`config.mk`:
```
export PLATFORM = sky130hd
export DESIGN_NAME = scalar_opcode_decoder
export DESIGN_NICKNAME = d
export VERILOG_FILES = /design/src/scalar_decode_pkg.sv /design/src/index_file_mapper.sv /design/src/field_condition_decoder.sv /design/src/scalar_opcode_decoder.sv
export SDC_FILE = /design/constraint.sdc
export NUM_CORES = 1
export LEC_CHECK = 0
export ABC_CLOCK_PERIOD_IN_PS = 3750
export BUFFER_PORTS_ARGS = -buffer_cell sky130_fd_sc_hd__buf_2
export CAP_MARGIN = 20
export CORE_MARGIN = 5
export CORE_UTILIZATION = 56
export CTS_CLUSTER_DIAMETER = 200
export DETAILED_ROUTE_END_ITERATION = 16
export MAX_ROUTING_LAYER = met4
export PLACE_DENSITY = 0.95
export SLEW_MARGIN = 20
export SYNTH_ARGS = -nofsm -noshare
export SYNTH_HDL_FRONTEND = slang
export SYNTH_SLANG_ARGS = --single-unit
```
`constraint.sdc`:
```
create_clock -name core_clk -period 3.75 [get_ports core_clk]
set_clock_uncertainty 0.05 [all_clocks]
set_input_delay 0.1875 -clock core_clk [delete_from_list [all_inputs] [get_ports core_clk]]
set_output_delay 0.1875 -clock core_clk [all_outputs]
set_load 0.02 [all_outputs]
```
`src/scalar_decode_pkg.sv`:
```
// shared types and constants for the scalar opcode decoder
package scalar_decode_pkg;

    // ==========================================================
    // instruction word fields
    localparam int WORD_W = 32;
    localparam int OP_MSB = 31;
    localparam int OP_LSB = 24;
    localparam int R_MSB = 23;
    localparam int R_LSB = 20;
    localparam int X_MSB = 19;
    localparam int X_LSB = 16;
    localparam logic [3:0] NOP_GROUP = 4'h0;

    // ==========================================================
    // decoded control encodings
    typedef enum logic [4:0] {
        CLS_NONE, CLS_ADD, CLS_ADD_MAG, CLS_SUB, CLS_SUB_MAG, CLS_MUL, CLS_DIV,
        CLS_LOGIC, CLS_SHIFT, CLS_BIT_REVERSE, CLS_COMPARE, CLS_COMPARE_MASK,
        CLS_LOOP_BRANCH, CLS_SKIP, CLS_PAIR_BRANCH, CLS_STACK, CLS_CONTROL,
        CLS_CONVERT, CLS_SUPERVISOR, CLS_ARRAY, CLS_COND_BRANCH
    } op_class_t;

    typedef enum logic [1:0] {LEN_NONE, LEN_SGL, LEN_HALF, LEN_DBL} len_t;

    typedef enum logic [1:0] {FM_NONE, FM_MEM, FM_IMM, FM_PAIR} form_t;

    typedef enum logic [2:0] {RF_NONE, RF_ARITH, RF_BASE, RF_INDEX, RF_VECTOR} reg_file_t;

    typedef enum logic [3:0] {
        COND_NONE, COND_NEVER, COND_EQ, COND_GT, COND_GE, COND_LT, COND_LE,
        COND_NE, COND_ALWAYS
    } cond_t;

    // per-opcode table entry
    typedef struct packed {
        logic defined;
        op_class_t cls;
        len_t len;
        logic is_float;
        form_t form;
        reg_file_t dst;
        reg_file_t src2;
    } ctl_t;

    // registered decoder output state
    typedef struct packed {
        logic valid;
        logic illegal;
        logic nop;
        op_class_t cls;
        logic [3:0] func;
        len_t len;
        logic is_float;
        form_t form;
        reg_file_t dst_file;
        logic [3:0] dst_num;
        reg_file_t src2_file;
        logic [3:0] src2_num;
        cond_t cond;
        logic preload;
    } dec_state_t;

    localparam dec_state_t DEC_RESET = '0;

endpackage

```
`src/index_file_mapper.sv`:
```
// maps a 4-bit register field onto a register file and number
module index_file_mapper (
    // requested file and raw field
    input scalar_decode_pkg::reg_file_t file_in,
    input wire logic [3:0] field,
    // resolved file and number
    output scalar_decode_pkg::reg_file_t file_out,
    output logic [3:0] num_out
);
    import scalar_decode_pkg::*;

    always_comb begin
        file_out = file_in;
        num_out = field;
        if (file_in == RF_INDEX) begin
            // upper half of the field reaches the vector parameter file
            file_out = field[3] ? RF_VECTOR : RF_INDEX;
            num_out = {1'b0, field[2:0]};
        end
    end

endmodule // index_file_mapper

```
`src/field_condition_decoder.sv`:
```
// decodes the R field of the opcodes that use it as a modifier
module field_condition_decoder (
    // opcode and modifier field
    input wire logic [7:0] opcode,
    input wire logic [3:0] rfield,
    // decoded modifier
    output scalar_decode_pkg::cond_t cond,
    output logic preload,
    output logic field_ok
);
    import scalar_decode_pkg::*;

    always_comb begin
        cond = COND_NONE;
        preload = 1'b0;
        field_ok = 1'b1;
        case (opcode)
            8'h91: begin
                case (rfield)
                    4'h0: cond = COND_NEVER;
                    4'h1: cond = COND_EQ;
                    4'h2: cond = COND_GT;
                    4'h3: cond = COND_GE;
                    4'h4: cond = COND_LT;
                    4'h5: cond = COND_LE;
                    4'h6: cond = COND_NE;
                    4'h7: cond = COND_ALWAYS;
                    default: field_ok = 1'b0;
                endcase
            end
            8'hb0: begin
                case (rfield)
                    4'h0: preload = 1'b1;
                    4'h1: preload = 1'b0;
                    default: field_ok = 1'b0;
                endcase
            end
            default: cond = COND_NONE;
        endcase
    end

endmodule // field_condition_decoder

```
`src/scalar_opcode_decoder.sv`:
```
// scalar instruction opcode decoder, one registered stage
//
// Overview of operation
// - 40/60/62: add memory into A/B/X file
// - 50/70/72: add immediate into A/B/X file
// - 41/51 half add; 42/43 float add
// - 44-47 magnitude add, four lengths
// - 48/58/49/59/4A/4B subtract forms
// - 4C-4F magnitude subtract, four lengths
// - 6C/68/6A multiply memory; 7C/78/7A immediate
// - 6D/7D half, 6E/6F float multiply
// - 64/74/65/75/66/67 divide forms
// - bitwise ops: E0.. memory, F0.. immediate, E1.. double
// - shifts C0/C1/C3, C4/C5/C7, CC/CD/CF by kind, C6 bit reverse
// - compares C8/D8, CE/DE, C9/D9, CA/CB
// - mask compares E2/F2/E3 and E6/F6/E7
// - 88-8B arith, 8C-8F index loop branches
// - 80-83 increment/decrement skip instructions
// - 84-87 pair branches, second register from index
// - 93 push, 97 pull, 9F modify
// - 98/99 branch-link, 56/52 address, 92/96
// - conversions A0-A2, A8-AB, normalize AC/AD
// - 90/94 supervisor calls; B0 array by R
// - 91 R field selects compare-code condition
// - leading opcode nibble zero executes as no-op
// - index file field 8-F selects vector file
module scalar_opcode_decoder (
    // clock and reset
    input wire logic core_clk,
    input wire logic rst,
    // from instruction fetch
    input wire logic fetch_valid,
    input wire logic [31:0] fetch_word,
    // issue status
    output logic dec_valid,
    output logic dec_illegal,
    output logic dec_nop,
    // operation
    output scalar_decode_pkg::op_class_t dec_class,
    output logic [3:0] dec_func,
    output scalar_decode_pkg::len_t dec_len,
    output logic dec_float,
    output scalar_decode_pkg::form_t dec_form,
    // registers
    output scalar_decode_pkg::reg_file_t dec_dst_file,
    output logic [3:0] dec_dst_num,
    output scalar_decode_pkg::reg_file_t dec_src2_file,
    output logic [3:0] dec_src2_num,
    // branch and array modifiers
    output scalar_decode_pkg::cond_t dec_cond,
    output logic dec_preload
);
    import scalar_decode_pkg::*;

    // ==========================================================
    // table helpers
    function automatic ctl_t mk(input op_class_t c, input len_t l, input logic f,
                                input form_t fm, input reg_file_t d);
        ctl_t r;
        r.defined = 1'b1;
        r.cls = c;
        r.len = l;
        r.is_float = f;
        r.form = fm;
        r.dst = d;
        r.src2 = RF_NONE;
        return r;
    endfunction

    // low two opcode bits: fixed single, fixed half, float single, float double
    // every caller of this helper writes the arithmetic file
    function automatic ctl_t sized(input op_class_t c, input logic [1:0] sz,
                                   input form_t fm);
        ctl_t r;
        r = mk(c, LEN_SGL, 1'b0, fm, RF_ARITH);
        case (sz)
            2'h1: r.len = LEN_HALF;
            2'h2: r.is_float = 1'b1;
            2'h3: begin
                r.len = LEN_DBL;
                r.is_float = 1'b1;
            end
            default: r.len = LEN_SGL;
        endcase
        return r;
    endfunction

    // ==========================================================
    // opcode table
    function automatic ctl_t decode_op(input logic [7:0] op);
        ctl_t c;
        c = '0;
        case (op)
            // add
            8'h40: c = mk(CLS_ADD, LEN_SGL, 1'b0, FM_MEM, RF_ARITH);
            8'h60: c = mk(CLS_ADD, LEN_SGL, 1'b0, FM_MEM, RF_BASE);
            8'h62: c = mk(CLS_ADD, LEN_SGL, 1'b0, FM_MEM, RF_INDEX);
            8'h50: c = mk(CLS_ADD, LEN_SGL, 1'b0, FM_IMM, RF_ARITH);
            8'h70: c = mk(CLS_ADD, LEN_SGL, 1'b0, FM_IMM, RF_BASE);
            8'h72: c = mk(CLS_ADD, LEN_SGL, 1'b0, FM_IMM, RF_INDEX);
            8'h41: c = sized(CLS_ADD, op[1:0], FM_MEM);
            8'h51: c = sized(CLS_ADD, op[1:0], FM_IMM);
            8'h42: c = sized(CLS_ADD, op[1:0], FM_MEM);
            8'h43: c = sized(CLS_ADD, op[1:0], FM_MEM);
            8'h44: c = sized(CLS_ADD_MAG, op[1:0], FM_MEM);
            8'h45: c = sized(CLS_ADD_MAG, op[1:0], FM_MEM);
            8'h46: c = sized(CLS_ADD_MAG, op[1:0], FM_MEM);
            8'h47: c = sized(CLS_ADD_MAG, op[1:0], FM_MEM);

            // subtract
            8'h48: c = sized(CLS_SUB, op[1:0], FM_MEM);
            8'h58: c = sized(CLS_SUB, op[1:0], FM_IMM);
            8'h49: c = sized(CLS_SUB, op[1:0], FM_MEM);
            8'h59: c = sized(CLS_SUB, op[1:0], FM_IMM);
            8'h4a: c = sized(CLS_SUB, op[1:0], FM_MEM);
            8'h4b: c = sized(CLS_SUB, op[1:0], FM_MEM);
            8'h4c: c = sized(CLS_SUB_MAG, op[1:0], FM_MEM);
            8'h4d: c = sized(CLS_SUB_MAG, op[1:0], FM_MEM);
            8'h4e: c = sized(CLS_SUB_MAG, op[1:0], FM_MEM);
            8'h4f: c = sized(CLS_SUB_MAG, op[1:0], FM_MEM);

            // multiply
            8'h6c: c = mk(CLS_MUL, LEN_SGL, 1'b0, FM_MEM, RF_ARITH);
            8'h68: c = mk(CLS_MUL, LEN_SGL, 1'b0, FM_MEM, RF_BASE);
            8'h6a: c = mk(CLS_MUL, LEN_SGL, 1'b0, FM_MEM, RF_INDEX);
            8'h7c: c = mk(CLS_MUL, LEN_SGL, 1'b0, FM_IMM, RF_ARITH);
            8'h78: c = mk(CLS_MUL, LEN_SGL, 1'b0, FM_IMM, RF_BASE);
            8'h7a: c = mk(CLS_MUL, LEN_SGL, 1'b0, FM_IMM, RF_INDEX);
            8'h6d: c = sized(CLS_MUL, op[1:0], FM_MEM);
            8'h7d: c = sized(CLS_MUL, op[1:0], FM_IMM);
            8'h6e: c = sized(CLS_MUL, op[1:0], FM_MEM);
            8'h6f: c = sized(CLS_MUL, op[1:0], FM_MEM);

            // divide
            8'h64: c = sized(CLS_DIV, op[1:0], FM_MEM);
            8'h74: c = sized(CLS_DIV, op[1:0], FM_IMM);
            8'h65: c = sized(CLS_DIV, op[1:0], FM_MEM);
            8'h75: c = sized(CLS_DIV, op[1:0], FM_IMM);
            8'h66: c = sized(CLS_DIV, op[1:0], FM_MEM);
            8'h67: c = sized(CLS_DIV, op[1:0], FM_MEM);

            // bitwise, func[3:2] picks and/or/xor/equivalence
            8'he0: c = mk(CLS_LOGIC, LEN_SGL, 1'b0, FM_MEM, RF_ARITH);
            8'he4: c = mk(CLS_LOGIC, LEN_SGL, 1'b0, FM_MEM, RF_ARITH);
            8'he8: c = mk(CLS_LOGIC, LEN_SGL, 1'b0, FM_MEM, RF_ARITH);
            8'hec: c = mk(CLS_LOGIC, LEN_SGL, 1'b0, FM_MEM, RF_ARITH);
            8'hf0: c = mk(CLS_LOGIC, LEN_SGL, 1'b0, FM_IMM, RF_ARITH);
            8'hf4: c = mk(CLS_LOGIC, LEN_SGL, 1'b0, FM_IMM, RF_ARITH);
            8'hf8: c = mk(CLS_LOGIC, LEN_SGL, 1'b0, FM_IMM, RF_ARITH);
            8'hfc: c = mk(CLS_LOGIC, LEN_SGL, 1'b0, FM_IMM, RF_ARITH);
            8'he1: c = mk(CLS_LOGIC, LEN_DBL, 1'b0, FM_MEM, RF_ARITH);
            8'he5: c = mk(CLS_LOGIC, LEN_DBL, 1'b0, FM_MEM, RF_ARITH);
            8'he9: c = mk(CLS_LOGIC, LEN_DBL, 1'b0, FM_MEM, RF_ARITH);
            8'hed: c = mk(CLS_LOGIC, LEN_DBL, 1'b0, FM_MEM, RF_ARITH);

            // shifts, count travels as the immediate; func[3:2] picks kind
            8'hc0: c = mk(CLS_SHIFT, LEN_SGL, 1'b0, FM_IMM, RF_ARITH);
            8'hc1: c = mk(CLS_SHIFT, LEN_HALF, 1'b0, FM_IMM, RF_ARITH);
            8'hc3: c = mk(CLS_SHIFT, LEN_DBL, 1'b0, FM_IMM, RF_ARITH);
            8'hc4: c = mk(CLS_SHIFT, LEN_SGL, 1'b0, FM_IMM, RF_ARITH);
            8'hc5: c = mk(CLS_SHIFT, LEN_HALF, 1'b0, FM_IMM, RF_ARITH);
            8'hc7: c = mk(CLS_SHIFT, LEN_DBL, 1'b0, FM_IMM, RF_ARITH);
            8'hcc: c = mk(CLS_SHIFT, LEN_SGL, 1'b0, FM_IMM, RF_ARITH);
            8'hcd: c = mk(CLS_SHIFT, LEN_HALF, 1'b0, FM_IMM, RF_ARITH);
            8'hcf: c = mk(CLS_SHIFT, LEN_DBL, 1'b0, FM_IMM, RF_ARITH);
            8'hc6: c = mk(CLS_BIT_REVERSE, LEN_SGL, 1'b0, FM_IMM, RF_ARITH);

            // numeric compare
            8'hc8: c = mk(CLS_COMPARE, LEN_SGL, 1'b0, FM_MEM, RF_ARITH);
            8'hd8: c = mk(CLS_COMPARE, LEN_SGL, 1'b0, FM_IMM, RF_ARITH);
            8'hce: c = mk(CLS_COMPARE, LEN_SGL, 1'b0, FM_MEM, RF_INDEX);
            8'hde: c = mk(CLS_COMPARE, LEN_SGL, 1'b0, FM_IMM, RF_INDEX);
            8'hc9: c = sized(CLS_COMPARE, 2'h1, FM_MEM);
            8'hd9: c = sized(CLS_COMPARE, 2'h1, FM_IMM);
            8'hca: c = sized(CLS_COMPARE, op[1:0], FM_MEM);
            8'hcb: c = sized(CLS_COMPARE, op[1:0], FM_MEM);

            // mask compare, func[2] picks and/or
            8'he2: c = mk(CLS_COMPARE_MASK, LEN_SGL, 1'b0, FM_MEM, RF_ARITH);
            8'hf2: c = mk(CLS_COMPARE_MASK, LEN_SGL, 1'b0, FM_IMM, RF_ARITH);
            8'he3: c = mk(CLS_COMPARE_MASK, LEN_DBL, 1'b0, FM_MEM, RF_ARITH);
            8'he6: c = mk(CLS_COMPARE_MASK, LEN_SGL, 1'b0, FM_MEM, RF_ARITH);
            8'hf6: c = mk(CLS_COMPARE_MASK, LEN_SGL, 1'b0, FM_IMM, RF_ARITH);
            8'he7: c = mk(CLS_COMPARE_MASK, LEN_DBL, 1'b0, FM_MEM, RF_ARITH);

            // loop count branches and skips, func[1:0] picks variant
            8'h88, 8'h89, 8'h8a, 8'h8b:
                c = mk(CLS_LOOP_BRANCH, LEN_SGL, 1'b0, FM_MEM, RF_ARITH);
            8'h8c, 8'h8d, 8'h8e, 8'h8f:
                c = mk(CLS_LOOP_BRANCH, LEN_SGL, 1'b0, FM_MEM, RF_INDEX);
            8'h80, 8'h81, 8'h82, 8'h83:
                c = mk(CLS_SKIP, LEN_SGL, 1'b0, FM_MEM, RF_ARITH);

            // register pair branches, func[0] low: less-or-equal
            8'h84, 8'h85: begin
                c = mk(CLS_PAIR_BRANCH, LEN_SGL, 1'b0, FM_PAIR, RF_ARITH);
                c.src2 = RF_ARITH;
            end
            8'h86, 8'h87: begin
                c = mk(CLS_PAIR_BRANCH, LEN_SGL, 1'b0, FM_PAIR, RF_INDEX);
                c.src2 = RF_INDEX;
            end

            // stack
            8'h93: c = mk(CLS_STACK, LEN_SGL, 1'b0, FM_MEM, RF_ARITH);
            8'h97: c = mk(CLS_STACK, LEN_SGL, 1'b0, FM_MEM, RF_ARITH);
            8'h9f: c = mk(CLS_STACK, LEN_SGL, 1'b0, FM_MEM, RF_ARITH);

            // program control and address forms
            8'h98: c = mk(CLS_CONTROL, LEN_SGL, 1'b0, FM_MEM, RF_ARITH);
            8'h99: c = mk(CLS_CONTROL, LEN_SGL, 1'b0, FM_MEM, RF_INDEX);
            8'h56: c = mk(CLS_CONTROL, LEN_SGL, 1'b0, FM_MEM, RF_INDEX);
            8'h52: c = mk(CLS_CONTROL, LEN_SGL, 1'b0, FM_MEM, RF_BASE);
            8'h92: c = mk(CLS_CONTROL, LEN_SGL, 1'b0, FM_MEM, RF_ARITH);
            8'h96: c = mk(CLS_CONTROL, LEN_NONE, 1'b0, FM_MEM, RF_NONE);

            // conversions, func carries the exact direction
            8'ha0: c = mk(CLS_CONVERT, LEN_SGL, 1'b1, FM_MEM, RF_ARITH);
            8'ha1: c = mk(CLS_CONVERT, LEN_SGL, 1'b1, FM_MEM, RF_ARITH);
            8'ha2: c = mk(CLS_CONVERT, LEN_DBL, 1'b1, FM_MEM, RF_ARITH);
            8'ha8: c = mk(CLS_CONVERT, LEN_SGL, 1'b0, FM_MEM, RF_ARITH);
            8'haa: c = mk(CLS_CONVERT, LEN_SGL, 1'b0, FM_MEM, RF_ARITH);
            8'ha9: c = mk(CLS_CONVERT, LEN_HALF, 1'b0, FM_MEM, RF_ARITH);
            8'hab: c = mk(CLS_CONVERT, LEN_HALF, 1'b0, FM_MEM, RF_ARITH);
            8'hac: c = mk(CLS_CONVERT, LEN_SGL, 1'b0, FM_MEM, RF_ARITH);
            8'had: c = mk(CLS_CONVERT, LEN_HALF, 1'b0, FM_MEM, RF_ARITH);

            // supervisor, array start, compare code branch
            8'h90: c = mk(CLS_SUPERVISOR, LEN_NONE, 1'b0, FM_IMM, RF_NONE);
            8'h94: c = mk(CLS_SUPERVISOR, LEN_NONE, 1'b0, FM_IMM, RF_NONE);
            8'hb0: c = mk(CLS_ARRAY, LEN_NONE, 1'b0, FM_MEM, RF_NONE);
            8'h91: c = mk(CLS_COND_BRANCH, LEN_NONE, 1'b0, FM_MEM, RF_NONE);
            // unlisted codes keep defined low and report illegal, except the zero-nibble group 00-0F, which reports a no-op
            default: c = '0;
        endcase
        return c;
    endfunction

    // ==========================================================
    // field decode
    dec_state_t st;
    dec_state_t next_st;
    logic [7:0] opcode;
    logic [3:0] rfield;
    logic [3:0] xfield;
    ctl_t ctl;
    reg_file_t dst_file;
    logic [3:0] dst_num;
    reg_file_t src2_file;
    logic [3:0] src2_num;
    cond_t cond;
    logic preload;
    logic field_ok;

    assign opcode = fetch_word[OP_MSB:OP_LSB];
    assign rfield = fetch_word[R_MSB:R_LSB];
    assign xfield = fetch_word[X_MSB:X_LSB];
    assign ctl = decode_op(opcode);

    // both mappers pass RF_NONE through untouched
    index_file_mapper dst_map (
        .file_in(ctl.dst),
        .field(rfield),
        .file_out(dst_file),
        .num_out(dst_num)
    );

    // second register of a pair branch sits in the index field
    index_file_mapper src2_map (
        .file_in(ctl.src2),
        .field(xfield),
        .file_out(src2_file),
        .num_out(src2_num)
    );

    field_condition_decoder cond_dec (
        .opcode(opcode),
        .rfield(rfield),
        .cond(cond),
        .preload(preload),
        .field_ok(field_ok)
    );

    // ==========================================================
    // next state
    always_comb begin
        // idle cycles clear every control, nothing is held over
        next_st = DEC_RESET;
        if (fetch_valid) begin
            if (opcode[7:4] == NOP_GROUP) begin
                // data words and address constants fall through harmlessly
                next_st.valid = 1'b1;
                next_st.nop = 1'b1;
            end else if (ctl.defined && field_ok) begin
                next_st.valid = 1'b1;
                next_st.cls = ctl.cls;
                next_st.func = opcode[3:0];
                next_st.len = ctl.len;
                next_st.is_float = ctl.is_float;
                next_st.form = ctl.form;
                next_st.dst_file = dst_file;
                next_st.dst_num = (dst_file == RF_NONE) ? 4'h0 : dst_num;
                next_st.src2_file = src2_file;
                next_st.src2_num = (src2_file == RF_NONE) ? 4'h0 : src2_num;
                next_st.cond = cond;
                next_st.preload = preload;
                // a never-taken compare-code branch is reported as a no-op
                next_st.nop = (cond == COND_NEVER);
            end else begin
                // controls stay at rest so no unit acts on garbage
                next_st.illegal = 1'b1;
            end
        end
    end

    // fetch arrives on this clock, so no input synchroniser
    always_ff @(posedge core_clk) begin
        if (rst) begin
            st <= DEC_RESET;
        end else begin
            st <= next_st;
        end
    end

    // ==========================================================
    // outputs
    // bare flop bits: the issue stage sees no logic after st
    assign dec_valid = st.valid;
    assign dec_illegal = st.illegal;
    assign dec_nop = st.nop;
    assign dec_class = st.cls;
    assign dec_func = st.func;
    assign dec_len = st.len;
    assign dec_float = st.is_float;
    assign dec_form = st.form;
    assign dec_dst_file = st.dst_file;
    assign dec_dst_num = st.dst_num;
    assign dec_src2_file = st.src2_file;
    assign dec_src2_num = st.src2_num;
    assign dec_cond = st.cond;
    assign dec_preload = st.preload;

endmodule // scalar_opcode_decoder

```
==> results of run 1 <==
synthesized netlist by cell type (all sizes together) (4+ instances only):
library cell  instances
o31ai                 6
a211oi                5
buf                  22
nor4                 12
nand3                18
a21oi                19
a31oi                 6
nor2b                 9
o211ai                4
nor3                 30
inv                   7
nand4                12
clkbuf               12
and3                  6
dfxtp                36
nor4b                 8
o21ai                12
nor2                 15
nand2                24
nand2b               10
critical path: stages:
cell,delay (ps)
buf_2,320
nor2b_1,590
nand3_1,210
a21oi_1,420
or4b_4,260
o31ai_4,80
buf_4,210
a2111oi_0,290
cell type report:
cell class,instances,area [um2],share of cell area
multi-input combinational,250,1580,0.557
timing repair buffer,64,345,0.122
sequential,36,721,0.254
inverter,8,30.0,0.0106
tap,52,65.1,0.0229
clock buffer,7,96.3,0.0340
layer usage:
metal / part of all wire / wire, um
met1: 0.39 / 3360
met2: 0.46 / 3940
met3: 0.11 / 963
met4: 0.043 / 367
met5: 0 / 0
cells by family (layout without fill, tap and decap cells):
| family | after synthesis | after routing | synth area share |
|---|---|---|---|
| and+or+nand+nor | 162 | 162 | 0.376 |
| AOI/OAI and AO/OA | 82 | 82 | 0.235 |
| buffers and inverters | 42 | 79 | 0.0783 |
| DFF | 36 | 36 | 0.289 |
| xor gates and xnor gates | 4 | 4 | 0.0141 |
| muxes | 2 | 2 | 0.00803 |
power by group:
part,total [uW],switching [uW],internal [uW]
logic,231,159,71.7
clock network,291,128,163
registers,391,1.56,390
registers in the layout (all words and copies together), names as in the netlist:
name and flops:
dec_dst_file 3, dec_illegal 1, dec_dst_num 4, dec_src2_num 4, dec_func 4, dec_valid 1
dec_form 2, dec_preload 1, dec_float 1, dec_class 5, dec_cond 4, dec_nop 1
dec_src2_file 3, dec_len 2
worst max-delay path by stage:
stage                              start               to  cells past startpoint
after CTS                 fetch_word[26]   dec_dst_num[3]                      9
after floorplan           fetch_word[27]     dec_class[2]                      8
final                     fetch_word[30]   dec_dst_num[3]                      8
after detailed placement  fetch_word[26]  dec_src2_num[1]                      9
after global placement    fetch_word[26]   dec_dst_num[3]                      9
after global routing      fetch_word[30]  dec_dst_file[0]                      8
per-stage QoR:
stage / hold WS (ps) / cells / utilization / total power [uW]
CTS: 78.6 / 417 / 0.655 / 908
global placement: 372 / 410 / 0.633 / 620
floorplan: 268 / 328 / - / 565
finish: 81.8 / 417 / 0.656 / 914
detailed placement: 377 / 410 / 0.633 / 622
global route: 94.4 / 417 / 0.656 / 952
==> results.sh, run 1 <==
export IMPL_tns_ps=0
export IMPL_synthTopCellsByArea="dfxtp_1, nor3_1, a21oi_1"
export IMPL_cts_resized=0
export IMPL_worst_hold_startpoint="fetch_word[16]"
export IMPL_drtAntennaViolNets=0
export IMPL_worstMarginPinSlew_ps=914
export IMPL_final_cell_area_um2=2840
export IMPL_pre_cts_ws_ps=1060
export IMPL_synth_edff_count=0
export IMPL_required_ps=3860
export IMPL_critPathKind="input pin to register"
export IMPL_synth_seq_cells=36
export IMPL_mostFrequentLayoutCells="buf_2, dfxtp_1, nor3_1"
export IMPL_final_common_cell="buf_2"
export IMPL_hold_viol=0
export IMPL_synth_warnings=0
export IMPL_dpl_hpwl_mm=6.13
export IMPL_vias_per_cell=6.94
export IMPL_dpl_cell_area_um2=2740
export IMPL_gp_congestion=1.02
export IMPL_cp_arrival_ps=2580
export IMPL_relSlewSlack=0.383
export IMPL_netlist_instances=328
export IMPL_cts_made_buffers=5
export IMPL_diodes=0
export IMPL_fin_nets=400
export IMPL_postCtsSetupBuffers=0
export IMPL_port_buffers=54
export IMPL_grt_usage=0.296
export IMPL_yosys_area_top_type="dfxtp_1"
export IMPL_synth_cell_type_count=61
export IMPL_rsz0062_at_grt="false"
export IMPL_hold_path_class="input pin to register"
export IMPL_status="complete, no violations"
export IMPL_final_setup_worst_slack_ps=1280
export IMPL_start_util=0.576
export IMPL_max_freq_ghz=0.404
export IMPL_cts_hold_buf=0
export IMPL_cap_violations=0
export IMPL_netlist_area_um2=2490
export IMPL_clk_pin_slew_ps=70
export IMPL_layout_drive_gt1_share=0.230
export IMPL_cts_buffer_depth=2
export IMPL_end_kind="register"
export IMPL_p_leak_uw=0.00115
export IMPL_grt_pass1_wl_mm=13.9
export IMPL_overflow=0
export IMPL_rows=24
export IMPL_ir_drop_mv=0.129
export IMPL_area_delta_synth_final_pct=13.8
export IMPL_grt_max_degree=35
export IMPL_drv_slew=0
export IMPL_cts_root_buf="clkbuf_8"
export IMPL_drt_initial_drc_count=415
export IMPL_final_min_clock_period_ps=2470
export IMPL_fill_cells=380
export IMPL_hold_path_end="dec_src2_num[0]"
export IMPL_first_pass_iters=7
export IMPL_die_w_um=76.7
export IMPL_gr_usage_met2=0.446
export IMPL_ios=71
export IMPL_ys_flop_type="dfxtp_1"
export IMPL_drc_errors=0
export IMPL_grt_pass1_vias=2671
export IMPL_setup_viol=0
export IMPL_die_area_um2=5890
export IMPL_routedWlPerCell_um=20.7
export IMPL_grt_busiest_layer="met2"
export IMPL_synth_seq_area_share=0.289
export IMPL_core_um2=4320
export IMPL_async_reset_ff_frac=0
export IMPL_cts_sinks=36
export IMPL_fin_crit_sh=0.660
export IMPL_start_kind="input pin"
export IMPL_cts_tree="built"
export IMPL_wirelength_mm=8.62
export IMPL_antenna_found_initial=0
export IMPL_cts_max_level=2
export IMPL_min_path_cells=3
export IMPL_die_y_um=76.7
export IMPL_grt_use_met1=0.381
export IMPL_avgSynthCellArea_um2=7.60
export IMPL_power_density_nw_per_um2=322
export IMPL_cp_max_fo=22
export IMPL_gr_usage_met3=0.0457
export IMPL_synth_nets=363
export IMPL_vias=2892
export IMPL_yosys_area_top_type_share=0.289
Power figures use the tool's default switching activity.
==> run 2, diff against run 1 <==
--- a/config.mk
+++ b/config.mk
@@ -5,15 +5,15 @@
 export SDC_FILE = /design/constraint.sdc
 export NUM_CORES = 1
 export LEC_CHECK = 0
-export ABC_CLOCK_PERIOD_IN_PS = 3750
+export ABC_CLOCK_PERIOD_IN_PS = 2100
 export BUFFER_PORTS_ARGS = -buffer_cell sky130_fd_sc_hd__buf_2
 export CAP_MARGIN = 20
 export CORE_MARGIN = 5
-export CORE_UTILIZATION = 56
+export CORE_UTILIZATION = 47
 export CTS_CLUSTER_DIAMETER = 200
 export DETAILED_ROUTE_END_ITERATION = 16
 export MAX_ROUTING_LAYER = met4
-export PLACE_DENSITY = 0.95
+export PLACE_DENSITY = 0.87
 export SLEW_MARGIN = 20
 export SYNTH_ARGS = -nofsm -noshare
 export SYNTH_HDL_FRONTEND = slang
==> constraint.sdc (replaced) <==
create_clock -name core_clk -period 2.1 [get_ports core_clk]
set_clock_uncertainty 0.05 [all_clocks]
set_input_delay 0.105 -clock core_clk [delete_from_list [all_inputs] [get_ports core_clk]]
set_output_delay 0.105 -clock core_clk [all_outputs]
set_load 0.02 [all_outputs]
==> run 2 against run 1 <==
- combinational power rose by 130%
- total power rose by 87%
- cell area rose by 24%
- global-route usage fell by 1.9 points
- non-clock buffer count rose by 83
- count of clock-buffer cells in the layout fell by 2
- sequential power rose by 79%
- routed wire length rose by 11%
- hold slack got worse by 31 ps
- clock power rose by 62%
- worst setup slack got worse by 1200 ps
- sequential cell count did not move
==> results.sh, run 2 (synthesis results as in run 1) <==
export IMPL_gp_congestion=1.22
export IMPL_largest_reg_flops=5
export IMPL_rows=26
export IMPL_drv_slew=0
export IMPL_fin_nets=483
export IMPL_core_um2=5140
export IMPL_setup_viol=0
export IMPL_worstMarginPinSlew_ps=510
export IMPL_drt_initial_drc_count=539
export IMPL_cts_tree="built"
export IMPL_grt_max_degree=35
export IMPL_vias=3371
export IMPL_cts_buffer_depth=2
export IMPL_hold_viol=0
export IMPL_routedWlPerCell_um=18.4
export IMPL_ir_drop_mv=0.443
export IMPL_end_kind="register"
export IMPL_fin_util=0.683
export IMPL_drc_errors=0
export IMPL_fin_crit_sh=0.973
export IMPL_critPathKind="input pin to register"
export IMPL_port_buffers=54
export IMPL_die_w_um=82.8
export IMPL_grt_usage=0.277
export IMPL_layout_drive_gt1_share=0.374
export IMPL_final_common_cell="buf_4"
export IMPL_diodes=0
export IMPL_cts_root_buf="clkbuf_8"
export IMPL_overflow=0
export IMPL_multi_input_area_um2=1600
export IMPL_cts_made_buffers=5
export IMPL_final_setup_worst_slack_ps=57.2
export IMPL_cp_arrival_ps=2160
export IMPL_antenna_found_initial=0
export IMPL_p_total_uw=1710
export IMPL_cap_violations=0
export IMPL_area_delta_synth_final_pct=40.9
export IMPL_cts_max_level=2
export IMPL_fill_cells=392
export IMPL_grt_pass1_wl_mm=15.4
export IMPL_relSlewSlack=0.655
export IMPL_clk_pin_slew_ps=70
export IMPL_grt_pass1_vias=3179
export IMPL_final_cell_area_um2=3510
export IMPL_status="complete, no violations"
export IMPL_start_util=0.485
export IMPL_pre_cts_ws_ps=-150
export IMPL_vias_per_cell=6.50
export IMPL_required_ps=2220
export IMPL_p_leak_uw=0.00156
export IMPL_drtAntennaViolNets=0
export IMPL_cts_sinks=36
export IMPL_power_density_nw_per_um2=486
export IMPL_hold_path_class="input pin to register"
export IMPL_wirelength_mm=9.56
export IMPL_start_kind="input pin"
export IMPL_max_freq_ghz=0.490
export IMPL_final_min_clock_period_ps=2040
export IMPL_hold_slack_ps=51.1
export IMPL_dpl_hpwl_mm=7.17
export IMPL_die_y_um=82.8
export IMPL_mostFrequentLayoutCells="buf_4, buf_2, dfxtp_1"
export IMPL_ios=71
export IMPL_first_pass_iters=6
export IMPL_regArea_um2=721
export IMPL_die_area_um2=6860
export IMPL_cp_max_fo=16
export IMPL_dpl_cell_area_um2=3370
[run 2: cell types whose count changed in the layout (fill, tap and decap cells not counted), moves of 2 or more]
cell           previous run  this run
clkinv_2                  0         2
buf_4                    10        89
clkbuf_8                  7         5
dlygate4sd3_1             0         3
[run 2: critical path, stage by stage]
cell and delay (ps):
buf_2 220, buf_4 170, buf_4 130, nor2_1 60, buf_4 150, and3_1 170, nor2_1 220, o2111ai_2 250
o31ai_4 340, buf_4 260, a21oi_1 90
[run 2: metrics by stage]
stage               cells  TNS, ps
floorplan             328        0
global placement      508    -2040
detailed placement    508    -3630
CTS                   519        0
global route          519     -121
finish                519        0
[run 2: metal layers]
metal | global-route usage | share of wire | vias up
li1 | - | - | 1491
met1 | 0.323 | 0.35 | 1518
met2 | 0.429 | 0.46 | 293
met3 | 0.0772 | 0.13 | 69
met4 | 0.153 | 0.057 | 0
met5 | - | 0 | -
[run 2: path summary, 6_finish.rpt]
| path | startpoint | depth (start not counted) | to |
|---|---|---|---|
| worst max-delay path | fetch_word[27] | 11 | dec_valid |
| worst min-delay path | fetch_word[19] | 3 | dec_src2_file[1] |
[run 2: power by group]
part           switching, uW  leakage (uW)  total [uW]  internal, uW
clock                    242     0.0000479         472           231
combinational            311       0.00122         538           227
sequential              3.00      0.000291         699           696
[run 2: final cells by class]
class,count,area share
tap,70,0.0249
clock inverter,3,0.00534
multi-input combinational,250,0.455
sequential,36,0.205
timing repair buffer,147,0.281
clock buffer,5,0.0196
inverter,8,0.00855
[run 2: what timing repair did]
action / 4_1_cts / 5_1_grt
gates resized for setup: 0 / 4
buffers inserted: 0 / 0
hold endpoints to repair: 3 / 0
endpoints found under the setup margin: 0 / 7
hold buffers: 3 / 0
==> run 3, diff against run 2 <==
--- a/config.mk
+++ b/config.mk
@@ -12,6 +12,7 @@
 export CORE_UTILIZATION = 47
 export CTS_CLUSTER_DIAMETER = 200
 export DETAILED_ROUTE_END_ITERATION = 16
+export HOLD_SLACK_MARGIN = 0.08
 export MAX_ROUTING_LAYER = met4
 export PLACE_DENSITY = 0.87
 export SLEW_MARGIN = 20
==> run 3 against run 2 <==
- clock power hardly changed
- routed wire length is 3.1% higher
- total power is 0.54% higher
- sequential share of layout area is 0.25 points lower
- count of clock-buffer cells in the layout stayed put
- fmax is 2.7% higher
- first-iteration DRC count is 0.37% higher
- critical path depth is 4 lower
- worst setup slack better by 54 ps
- combinational power is 2% higher
- cell count is 0.96% higher
- critical path type unchanged
- largest cell class unchanged
==> results.sh, run 3 (synthesis results as in run 1) <==
export IMPL_status="complete, no violations"
export IMPL_die_y_um=82.8
export IMPL_hold_path_class="input pin to register"
export IMPL_final_min_clock_period_ps=1990
export IMPL_layout_drive_gt1_share=0.368
export IMPL_cts_max_level=2
export IMPL_grt_usage=0.290
export IMPL_vias=3468
export IMPL_cp_max_fo=10
export IMPL_gr_usage_met3=0.0673
export IMPL_multi_input_area_um2=1590
export IMPL_required_ps=2210
export IMPL_grt_use_met1=0.337
export IMPL_switching_share=0.325
export IMPL_core_um2=5140
export IMPL_die_area_um2=6860
export IMPL_dpl_cell_area_um2=3370
export IMPL_grt_busiest_layer="met2"
export IMPL_drt_initial_drc_count=541
export IMPL_wirelength_mm=9.85
export IMPL_internal_power_uw=1160
export IMPL_max_freq_ghz=0.503
export IMPL_grt_pass1_wl_mm=16.1
export IMPL_hold_viol=0
export IMPL_start_kind="input pin"
export IMPL_start_util=0.485
export IMPL_regArea_um2=721
export IMPL_clk_pin_slew_ps=70
export IMPL_cts_tree="built"
export IMPL_area_delta_synth_final_pct=42.7
export IMPL_worstSetupStartpoint="fetch_word[26]"
export IMPL_die_w_um=82.8
export IMPL_clock_power_share=0.275
export IMPL_gr_usage_met2=0.456
export IMPL_slowest_stage="or4b_1"
export IMPL_p_comb_frac=0.318
export IMPL_gp_congestion=1.22
export IMPL_pwr_share_seq=0.407
export IMPL_slowest_delay_ps=620
export IMPL_dpl_hpwl_mm=7.17
export IMPL_crit_path_cell_trace="buf_2 > or2_2 > nand4_1 > o31ai_1 > or4b_1 > nor4_2 > nor4b_1"
export IMPL_setup_viol=0
export IMPL_drc_errors=0
export IMPL_worstMarginPinSlew_ps=482
export IMPL_fin_nets=488
export IMPL_power_switching_uw=559
export IMPL_cts_made_buffers=5
export IMPL_pre_cts_ws_ps=-150
export IMPL_cts_buffer_depth=2
export IMPL_critPathKind="input pin to register"
export IMPL_final_cell_area_um2=3560
export IMPL_drv_slew=0
export IMPL_final_common_cell="buf_4"
export IMPL_diodes=0
export IMPL_final_cells=524
export IMPL_rsz0062_at_grt="false"
export IMPL_endpoint="dec_dst_num[2]"
export IMPL_cap_violations=0
export IMPL_cts_root_buf="clkbuf_8"
export IMPL_mostFrequentLayoutCells="buf_4, buf_2, dfxtp_1"
export IMPL_grt_pass1_vias=3268
export IMPL_fin_crit_sh=0.947
export IMPL_power_density_nw_per_um2=483
export IMPL_routedWlPerCell_um=18.8
export IMPL_ios=71
export IMPL_relSlewSlack=0.675
export IMPL_hold_slack_ps=97.7
export IMPL_end_kind="register"
export IMPL_fill_cells=380
export IMPL_cp_arrival_ps=2100
export IMPL_overflow=0
export IMPL_vias_per_cell=6.62
export IMPL_largest_reg_flops=5
export IMPL_place_inst=508
export IMPL_rows=26
export IMPL_p_leak_uw=0.00157
export IMPL_grt_max_degree=35
export IMPL_port_buffers=54
export IMPL_final_setup_worst_slack_ps=111
export IMPL_ir_drop_mv=0.624
export IMPL_antenna_found_initial=0
export IMPL_first_pass_iters=6
export IMPL_cts_sinks=36
export IMPL_drtAntennaViolNets=0
==> run 3: worst min path at each step <==
stage | from | end | cells after the start
floorplan | fetch_word[16] | dec_src2_num[0] | 2
global placement | fetch_word[16] | dec_src2_num[0] | 3
detailed placement | fetch_word[18] | dec_src2_num[2] | 3
CTS | fetch_word[20] | dec_cond[3] | 3
global route | fetch_word[22] | dec_cond[3] | 3
finish | fetch_word[20] | dec_dst_num[0] | 2
==> run 3: what timing repair did <==
| action | 4_1_cts | 5_1_grt |
|---|---|---|
| gates resized for setup | 0 | 3 |
| setup buffers | 0 | 0 |
| hold buffers | 8 | 0 |
| setup endpoints to repair | 0 | 34 |
| hold endpoints to repair | 9 | 0 |
==> run 3: stage by stage <==
| step | util | total power [uW] | setup TNS, ps |
|---|---|---|---|
| 2_1_floorplan | - | 1010 | 0 |
| 3_5_place_dp | 0.656 | 1220 | -3630 |
| 6_report | 0.692 | 1720 | 0 |
| 5_1_grt | 0.692 | 1780 | 0 |
| 4_1_cts | 0.689 | 1690 | 0 |
| 3_3_place_gp | 0.656 | 1210 | -2040 |
==> run 3: layer usage <==
layer	vias to the layer above	part of all wire	routed length (um)
li1	1500	-	-
met1	1549	0.35	3450
met2	325	0.45	4450
met3	94	0.13	1280
met4	0	0.068	669
met5	-	0	0
==> run 3: worst max-delay path: cells and delay by family <==
family | cells | cell delay [ps]
AO/OA/AOI/OAI | 1 | 150
buffers and inverters | 1 | 160
AND/OR/NAND/NOR | 5 | 1680
==> run 3: power groups by stage <==
stage	sequential [uW]	combinational (uW)	clock, uW
floorplan	732	277	0
global placement	714	493	0
detailed placement	714	506	0
CTS	699	522	473
global route	699	580	502
finish	699	547	473
==> run 3: layout make-up <==
cell class,count,area share
Tap cell,70,0.0246
Clock inverter,3,0.00528
Multi-Input combinational cell,250,0.448
Timing Repair Buffer,152,0.292
Clock buffer,5,0.0194
Sequential cell,36,0.203
Inverter,8,0.00844
